$ cat config.mk
export PLATFORM = sky130hd
export DESIGN_NAME = spi_master_port
export DESIGN_NICKNAME = d
export VERILOG_FILES = /design/src/common/spi_master_port_pkg.sv /design/src/core/spi_master_port.sv
export SDC_FILE = /design/constraint.sdc
export NUM_CORES = 1
export LEC_CHECK = 0
export CORE_MARGIN = 1.5
export CORE_UTILIZATION = 45
export CTS_CLUSTER_DIAMETER = 40
export DETAILED_ROUTE_END_ITERATION = 10
export DONT_BUFFER_PORTS = 1
export PLACE_DENSITY = 0.65
export SLEW_MARGIN = 0
export SYNTH_ARGS = -nofsm -noshare
export SYNTH_HDL_FRONTEND = slang
export SYNTH_HIERARCHICAL = 1
export SYNTH_SLANG_ARGS = --single-unit
$ cat constraint.sdc
create_clock -name REF_CLK -period 6.5 [get_ports REF_CLK]
set_clock_uncertainty 0.15 [all_clocks]
set_input_delay 1.3 -clock REF_CLK [delete_from_list [all_inputs] [get_ports REF_CLK]]
set_output_delay 1.3 -clock REF_CLK [all_outputs]
set_load 0.005 [all_outputs]
$ cat src/common/spi_master_port_pkg.sv
// Constants shared by the serial master port and its buffer.
package spi_master_port_pkg;
  // Special function register addresses.
  localparam logic [7:0] ADDR_CLOCK_DIVIDER = 8'hd2;
  localparam logic [7:0] ADDR_STATUS_FLAGS  = 8'hd3;
  localparam logic [7:0] ADDR_TX_HOLDING    = 8'hd4;
  localparam logic [7:0] ADDR_RX_HOLDING    = 8'hd5;
  localparam logic [7:0] ADDR_CONTROL_MAIN  = 8'hd6;
  localparam logic [7:0] ADDR_IRQ_ENABLES   = 8'hd7;

  // Reset values.
  localparam logic [7:0] RST_CLOCK_DIVIDER = 8'h04;
  localparam logic [7:0] RST_CONTROL_MAIN  = 8'h00;
  localparam logic [7:0] RST_IRQ_ENABLES   = 8'h00;
  localparam logic [7:0] RST_STATUS_FLAGS  = 8'h02;

  // Control register fields.
  localparam int BIT_TX_PATH_ON     = 6;
  localparam int BIT_RX_PATH_ON     = 5;
  localparam int BIT_IFACE_ON       = 4;
  localparam int BIT_AUTO_SELECT    = 3;
  localparam int BIT_LSB_ORDER_SEL  = 2;
  localparam int BIT_CLOCK_IDLE_HIGH = 1;
  localparam logic [7:0] CONTROL_MAIN_MASK = 8'h7e;
  localparam logic [7:0] IRQ_ENABLES_MASK  = 8'h0f;
  localparam logic [7:0] CLOCK_DIVIDER_MASK = 8'hfc;

  // Status register fields.
  localparam int BIT_BUSY         = 4;
  localparam int BIT_TX_END_FLAG  = 3;
  localparam int BIT_OVERRUN_FLAG = 2;
  localparam int BIT_TX_EMPTY_FLAG = 1;
  localparam int BIT_RX_FULL_FLAG = 0;

  localparam int          BYTE_BITS = 8;
  localparam logic [3:0]  LAST_BIT  = 4'h7;
  localparam logic [7:0]  MIN_HALF_PERIOD = 8'h01;
  localparam int          FIFO_DEPTH_DEFAULT = 4;
endpackage

$ cat src/core/spi_master_port.sv
// Master-only serial port with special function registers and a transmit FIFO.

// Small first-in first-out buffer; a write into a full buffer is refused.
module spi_master_port_fifo #(
  parameter int WIDTH = 8,
  parameter int DEPTH = 4
) (
  input  wire logic             clk,
  input  wire logic             rst,
  // Filling side.
  input  wire logic             in_valid,
  output logic                  in_ready,
  input  wire logic [WIDTH-1:0] in_data,
  // Draining side.
  output logic                  out_valid,
  input  wire logic             out_ready,
  output logic [WIDTH-1:0]      out_data
);
  localparam int AW = (DEPTH > 1) ? $clog2(DEPTH) : 1;
  typedef struct packed {
    logic [DEPTH-1:0][WIDTH-1:0] mem;
    logic [AW-1:0]               rd;
    logic [AW-1:0]               wr;
    logic [AW:0]                 cnt;
  } fifo_s;
  fifo_s st_q, st_d;
  logic push, pop;

  // Pointer advance with wrap, shared by both ends.
  function automatic logic [AW-1:0] bump(input logic [AW-1:0] ptr);
    bump = (ptr == AW'(DEPTH - 1)) ? '0 : ptr + 1'b1;
  endfunction

  // Full and empty come from one count, so the two can never disagree
  // about a word that is being written and read in the same cycle.
  assign in_ready  = (st_q.cnt != (AW+1)'(DEPTH));
  assign out_valid = (st_q.cnt != '0);
  assign out_data  = st_q.mem[st_q.rd];
  assign push      = in_valid && in_ready;
  assign pop       = out_valid && out_ready;

  always_comb begin
    st_d = st_q;
    if (push) begin
      st_d.mem[st_q.wr] = in_data;
      st_d.wr = bump(st_q.wr);
    end
    if (pop) begin
      st_d.rd = bump(st_q.rd);
    end
    st_d.cnt = st_q.cnt + (AW+1)'(push) - (AW+1)'(pop);
  end

  always_ff @(posedge clk) begin
    if (rst) begin
      st_q <= '0;
    end else begin
      st_q <= st_d;
    end
  end
endmodule

module spi_master_port #(
  parameter int TX_FIFO_DEPTH = spi_master_port_pkg::FIFO_DEPTH_DEFAULT
) (
  // Clock and reset.
  input  wire logic       REF_CLK,
  input  wire logic       RST,
  // Special function register access.
  input  wire logic [7:0] SFR_ADDR,
  input  wire logic       SFR_WR,
  input  wire logic       SFR_RD,
  input  wire logic [7:0] SFR_WDATA,
  output logic      [7:0] SFR_RDATA,
  // Interrupt request to the MCU.
  output logic            IRQ,
  // Serial pins.
  output logic            SERIAL_CLOCK_OUT,
  output logic            SERIAL_DATA_OUT,
  input  wire logic       SERIAL_DATA_IN,
  output logic            SLAVE_SELECT_OUT_N,
  // Transmit FIFO can take another byte.
  output logic            TX_READY
);
  import spi_master_port_pkg::*;

  typedef enum logic [1:0] {
    ST_IDLE  = 2'b00,
    ST_LEAD  = 2'b01,
    ST_TRAIL = 2'b10,
    ST_GAP   = 2'b11
  } phase_e;

  typedef struct packed {
    phase_e     phase;
    logic [7:0] clock_divider;
    logic [7:0] control_main;
    logic [7:0] irq_enables;
    logic [3:0] flags;
    logic [7:0] rx_holding;
    logic       rx_unread;
    logic [7:0] tx_shift;
    logic [7:0] rx_shift;
    logic [3:0] bit_cnt;
    logic [7:0] div_cnt;
    logic       sclk;
    logic       mosi;
    logic       ssel_n;
    logic [2:0] din_sync;
    logic       din;
    logic [7:0] rdata;
  } state_s;

  state_s st_q, st_d;
  logic       fifo_valid;
  logic       fifo_pop;
  logic [7:0] fifo_data;
  logic       fifo_push;
  logic       fifo_ready;
  logic       running;
  logic       half_tick;
  logic       lsb_first;
  logic       idle_high;
  logic       byte_done;
  logic       rd_status;
  logic       rd_rx;

  function automatic logic [7:0] next_out(input logic [7:0] sr, input logic lsb);
    next_out = lsb ? {1'b0, sr[7:1]} : {sr[6:0], 1'b0};
  endfunction

  function automatic logic out_bit(input logic [7:0] sr, input logic lsb);
    out_bit = lsb ? sr[0] : sr[7];
  endfunction

  // Received bits enter at the end opposite to the one that leaves first.
  function automatic logic [7:0] rx_next(input logic [7:0] sr, input logic lsb,
                                         input logic bit_in);
    rx_next = lsb ? {bit_in, sr[7:1]} : {sr[6:0], bit_in};
  endfunction

  // Half a serial clock period in reference cycles. A divider of zero would wrap the compare
  // to 255 and give the longest half period, so it is held to the shortest half period instead.
  function automatic logic [7:0] half_len(input logic [7:0] divider);
    if (divider[7:1] == 7'h00) begin
      half_len = MIN_HALF_PERIOD;
    end else begin
      half_len = {1'b0, divider[7:1]};
    end
  endfunction

  // Writes to the transmit holding address enter the FIFO; a full FIFO drops them.
  assign fifo_push = SFR_WR && (SFR_ADDR == ADDR_TX_HOLDING);
  assign TX_READY  = fifo_ready;

  // A few bytes of depth let software queue a burst while one byte still shifts.
  spi_master_port_fifo #(
    .WIDTH (BYTE_BITS),
    .DEPTH (TX_FIFO_DEPTH)
  ) u_tx_fifo (
    .clk       (REF_CLK),
    .rst       (RST),
    .in_valid  (fifo_push),
    .in_ready  (fifo_ready),
    .in_data   (SFR_WDATA),
    .out_valid (fifo_valid),
    .out_ready (fifo_pop),
    .out_data  (fifo_data)
  );

  // The interface enable gates the transmitter enable, which gates taking and shifting bytes.
  assign running   = st_q.control_main[BIT_IFACE_ON] && st_q.control_main[BIT_TX_PATH_ON];
  assign lsb_first = st_q.control_main[BIT_LSB_ORDER_SEL];
  assign idle_high = st_q.control_main[BIT_CLOCK_IDLE_HIGH];
  // The divider byte is the sum of weights; a half period is half of it.
  assign half_tick = (st_q.div_cnt >= half_len(st_q.clock_divider) - 8'h01);
  // A byte is only taken between frames, so a new byte never cuts one in flight.
  assign fifo_pop  = (st_q.phase == ST_IDLE || st_q.phase == ST_GAP) && running && fifo_valid;
  assign byte_done = (st_q.phase == ST_TRAIL) && half_tick && (st_q.bit_cnt == LAST_BIT);
  // Reads with side effects.
  assign rd_status = SFR_RD && (SFR_ADDR == ADDR_STATUS_FLAGS);
  assign rd_rx     = SFR_RD && (SFR_ADDR == ADDR_RX_HOLDING);

  always_comb begin
    st_d = st_q;
    // The pin is asynchronous; a level counts only once the last two stages agree,
    // which also keeps a one-cycle glitch out of the receive shifter.
    st_d.din_sync = {st_q.din_sync[1:0], SERIAL_DATA_IN};
    if (st_q.din_sync[2] == st_q.din_sync[1]) begin
      st_d.din = st_q.din_sync[2];
    end
    st_d.rdata = 8'h00;

    // Register reads.
    if (SFR_RD) begin
      unique case (SFR_ADDR)
        ADDR_CLOCK_DIVIDER: begin
          st_d.rdata = st_q.clock_divider;
        end
        ADDR_STATUS_FLAGS: begin
          st_d.rdata = {3'b000, st_q.phase != ST_IDLE, st_q.flags};
        end
        ADDR_RX_HOLDING: begin
          st_d.rdata = st_q.rx_holding;
        end
        ADDR_CONTROL_MAIN: begin
          st_d.rdata = st_q.control_main;
        end
        ADDR_IRQ_ENABLES: begin
          st_d.rdata = st_q.irq_enables;
        end
        default: begin
          st_d.rdata = 8'h00;
        end
      endcase
      // A flag that the shifter sets in this same cycle is applied further down and wins.
      if (rd_status) begin
        st_d.flags = 4'h0;
      end
      if (rd_rx) begin
        st_d.rx_unread = 1'b0;
      end
    end

    // Register writes. Reserved bits are dropped here so that they always read as zero.
    if (SFR_WR) begin
      unique case (SFR_ADDR)
        ADDR_CLOCK_DIVIDER: begin
          st_d.clock_divider = SFR_WDATA & CLOCK_DIVIDER_MASK;
        end
        ADDR_CONTROL_MAIN: begin
          st_d.control_main = SFR_WDATA & CONTROL_MAIN_MASK;
        end
        ADDR_IRQ_ENABLES: begin
          st_d.irq_enables = SFR_WDATA & IRQ_ENABLES_MASK;
        end
        default: begin
        end
      endcase
    end

    // Divider runs during a frame only.
    // Holding it at zero while idle gives the first half period of every byte full length.
    st_d.div_cnt = (half_tick || st_q.phase == ST_IDLE) ? 8'h00 : st_q.div_cnt + 8'h01;

    unique case (st_q.phase)
      ST_IDLE, ST_GAP: begin
        if (fifo_pop) begin
          // Load the shifter; the first bit appears with the first clock edge.
          st_d.tx_shift = fifo_data;
          st_d.bit_cnt  = 4'h0;
          // Automatic select is looked at only here, so clearing it lets a byte finish.
          st_d.ssel_n   = !st_q.control_main[BIT_AUTO_SELECT];
          st_d.flags[BIT_TX_EMPTY_FLAG] = 1'b1;
          st_d.phase    = ST_LEAD;
          st_d.div_cnt  = 8'h00;
        end else begin
          st_d.ssel_n = 1'b1;
          if (st_q.phase == ST_GAP) begin
            st_d.flags[BIT_TX_END_FLAG] = 1'b1;
          end
          st_d.phase = ST_IDLE;
        end
        st_d.sclk = idle_high;
      end
      ST_LEAD: begin
        // Dropping the interface or transmit enable abandons the byte at once; the slave sees a cut frame.
        if (!running) begin
          st_d.phase = ST_IDLE;
          st_d.sclk  = idle_high;
          st_d.ssel_n = 1'b1;
        end else if (half_tick) begin
          // Leading edge: rising for idle-low, falling for idle-high.
          st_d.sclk     = !idle_high;
          st_d.mosi     = out_bit(st_q.tx_shift, lsb_first);
          st_d.tx_shift = next_out(st_q.tx_shift, lsb_first);
          st_d.phase    = ST_TRAIL;
        end
      end
      ST_TRAIL: begin
        if (!running) begin
          st_d.phase = ST_IDLE;
          st_d.sclk  = idle_high;
          st_d.ssel_n = 1'b1;
        end else if (half_tick) begin
          // Trailing edge samples while transmit data is stable.
          st_d.sclk = idle_high;
          st_d.rx_shift = rx_next(st_q.rx_shift, lsb_first, st_q.din);
          st_d.bit_cnt = st_q.bit_cnt + 4'h1;
          st_d.phase   = byte_done ? ST_GAP : ST_LEAD;
        end
      end
    endcase

    // Completed byte goes to the receive holding register.
    if (byte_done && st_q.control_main[BIT_RX_PATH_ON]) begin
      st_d.rx_holding = rx_next(st_q.rx_shift, lsb_first, st_q.din);
      st_d.flags[BIT_RX_FULL_FLAG] = 1'b1;
      if (st_q.rx_unread && !rd_rx) begin
        st_d.flags[BIT_OVERRUN_FLAG] = 1'b1;
      end
      st_d.rx_unread = 1'b1;
    end

    // Gap phase lasts one cycle; in either clock polarity the select lifts after bit eight when no byte waits.
    if (!st_q.control_main[BIT_IFACE_ON]) begin
      st_d.ssel_n = 1'b1;
    end
  end

  always_ff @(posedge REF_CLK) begin
    if (RST) begin
      st_q <= '{
        phase:         ST_IDLE,
        clock_divider: RST_CLOCK_DIVIDER,
        control_main:  RST_CONTROL_MAIN,
        irq_enables:   RST_IRQ_ENABLES,
        flags:         RST_STATUS_FLAGS[3:0],
        rx_holding:    8'h00,
        rx_unread:     1'b0,
        tx_shift:      8'h00,
        rx_shift:      8'h00,
        bit_cnt:       4'h0,
        div_cnt:       8'h00,
        sclk:          1'b0,
        mosi:          1'b0,
        ssel_n:        1'b1,
        din_sync:      3'b000,
        din:           1'b0,
        rdata:         8'h00
      };
    end else begin
      st_q <= st_d;
    end
  end

  // Every serial pin comes straight from a flop, so no decode glitch reaches the slave.
  assign SFR_RDATA          = st_q.rdata;
  assign IRQ                = |(st_q.flags & st_q.irq_enables[3:0]);
  assign SERIAL_CLOCK_OUT   = st_q.sclk;
  assign SERIAL_DATA_OUT    = st_q.mosi;
  assign SLAVE_SELECT_OUT_N = st_q.ssel_n;
endmodule

==> results.yml <==
status:
  status: "finished, final reports clean"
detailed_routing:
  dr_total_vias: 4298
  postRouteAntennaNets: 0
  wl_per_cell_um: 17.4
  wl_um: 12900
  drc: 0
  dr.first_iter.drc_count: 358
  vias_per_cell: 5.80
  dr.pass1.iters: 4
floorplanning:
  initial_utilization: 0.463
  dieArea_mm2: 0.0132
  die_w_um: 115
  die_y_um: 115
  rows: 40
  io_pins: 34
  fp.coreArea_mm2: 0.0121
layout:
  final_cell_mix: "dfxtp_1 (113), mux2i_1 (64), nor2_1 (46), nand2b_1 (42), a21oi_1 (28)"
  antenna_cells: 0
  final_nets: 605
  fill_cells: 1121
  final_common_cell: "dfxtp_1"
  syn2layout_area_growth_pct: 10.9
  drive_gt1_frac: 0.108
  stdcell_area_mm2: 0.00623
timing:
  fin_ws_ps: 2380
  drv_slew: 0
  slew_headroom: 0.302
  rsz0062_at_grt: "no"
  setup_viol: 0
  finalCritPeriodShare: 0.634
  worst_pin_slew_ps: 1050
  fin_tns_setup_ps: 0
  max_freq_mhz: 243
  fin_crit_ps: 4120
  hold_viol: 0
clock_tree:
  clock_latency_ps: 410
  cts_resized: 0
  clock-root-buffer: "clkbuf_16"
  ctsHoldBuffers: 0
  cts_setup_buffers: 0
  clk_pin_slew_ps: 50
  cts_buffers: 17
  cts_tree: "built"
  h-tree-depth: 4
  cts.sinks: 113
  cts_buffer_depth: 2
flow_run:
  maxCapViolCount: 0
placed_design:
  portBuffers: 0
  dp_hpwl_um: 8930
  postPlaceCellArea_mm2: 0.00559
  place_congestion: 0.840
  pre_cts_ws_ps: 2470
global_routing:
  grt_pass1_vias: 4134
  antenna_found_initial: 0
  grt_max_degree: 106
  grt.total_usage: 0.208
  grt_pass1_wl_um: 21100
  overflow: 0
logic_synthesis:
  synth.yosys.seq_area_share: 0.403
  synth.largest_area_cell: "dfxtp_1"
  syn_area_mm2: 0.00561
  synth-edff-count: 0
  async_flop_share: 0
  synth_warnings: 6
  synth.net_count: 631
  ys_types: 59
  synth_top_area_frac: 0.403
  synth.avg_cell_area_um2: 9.55
  netlist_instances: 588
  ys_ff_latch: 113
  synthTopCellsByArea: "dfxtp_1 (40%), mux2i_1 (11%), ha_1 (4.7%), nand2b_1 (4.7%), mux4_2 (4.0%)"
  ys.flop_type: "dfxtp_1"
power_and_ir_drop:
  total_power_mw: 1.72
  p_per_area_mw_per_mm2: 277
  vdd_ir_drop_max_mv: 0.188
  p_leak_nw: 2.22
setup_path:
  crit_path_end_kind: "flop"
  crit_type: "reg2reg"
  worstPathRequired_ps: 6660
  crit_fanout: 13
  ff2ff_path_depth: 10
  start_kind: "flop"
  worstPathArrival_ps: 4280
worst_hold_path:
  holdCritPathClass: "reg2reg"
  hold_depth: 1
[power by group]
part | leakage (nW) | switching (mW) | internal [mW]
logic | 1.00 | 0.00825 | 0.0102
registers | 0.910 | 0.000531 | 0.694
clock network | 0.308 | 0.316 | 0.694
total | 2.22 | 0.324 | 1.40
[sequential cells by signal (all words and copies together) (netlist names)]
| signal | flops |
|---|---|
| u_tx_fifo/st_q | 39 |
| st_q | 59 |
| SFR_RDATA | 8 |
| SERIAL_CLOCK_OUT | 1 |
| SLAVE_SELECT_OUT_N | 1 |
| st_d | 2 |
| idle_high | 1 |
| SERIAL_DATA_OUT | 1 |
| lsb_first | 1 |
[synth_stat cells (4+ instances only)]
cell,instances
nand2_1,27
o2111ai_1,6
nor3_1,5
a31o_2,9
and3_1,6
nand2b_1,42
dfxtp_1,113
xor2_1,4
nand4_1,4
nor2_1,46
a211oi_1,8
buf_4,8
mux4_2,10
nor4_1,9
nor2b_1,8
o21ai_0,22
a31oi_1,13
o31ai_1,4
ha_1,21
clkbuf_1,26
xnor2_1,5
mux2i_1,64
a21oi_1,28
inv_1,16
a22oi_1,5
buf_6,4
buf_2,6
or3_1,7
nand3_1,16
[metrics by stage]
step / utilization / cells / hold WS [ps]
after floorplan: - / 588 / 264
after global placement: 0.461 / 711 / 269
after detailed placement: 0.461 / 711 / 270
after CTS: 0.514 / 741 / 282
after global routing: 0.514 / 741 / 306
final: 0.514 / 741 / 281
[layer usage]
layer / track usage / wire, um / vias to the layer above
li1: - / - / 2061
met1: 0.266 / 5810 / 2094
met2: 0.336 / 6180 / 121
met3: 0.0519 / 621 / 22
met4: 0.0875 / 291 / 0
met5: 0 / 0 / -
[worst max-delay path, stage by stage (launching register included)]
cell and delay (ps):
dfxtp_1 370, or3_1 440, or2_2 340, nor3_1 340, inv_1 100, ha_1 290
nand2b_4 140, a2111o_1 480, a31oi_1 720, nor3_1 350, a211oi_1 320
[layout make-up]
type / count / area, um2 / area share
Multi-Input combinational cell: 414 / 3050 / 0.490
Sequential cell: 113 / 2260 / 0.363
Clock buffer: 20 / 457 / 0.0733
Tap cell: 168 / 210 / 0.0338
Clock inverter: 10 / 184 / 0.0295
Inverter: 16 / 60.1 / 0.00964
[cell families (layout without fill, tap and decap cells)]
family / count (synthesis) / in the layout / share of synthesized area
buf+inv: 61 / 46 / 0.0528
flops: 113 / 113 / 0.403
compound gates: 115 / 115 / 0.135
mux: 77 / 77 / 0.160
xor+xnor: 9 / 9 / 0.0140
simple gates: 190 / 190 / 0.183
fa+ha+maj: 22 / 22 / 0.0504
other cells: 1 / 1 / 0.000668
[worst paths after layout]
| path | from | endpoint | slack [ps] |
|---|---|---|---|
| setup / recovery | st_q[74] | st_q[30] | 2380 |
| hold reg to reg | st_d[10] | st_d[11] | 280 |
| hold / removal | st_d[10] | st_d[11] | 280 |
| setup reg to reg | st_q[74] | st_q[30] | 2380 |
(Power assumes the default switching activity.)
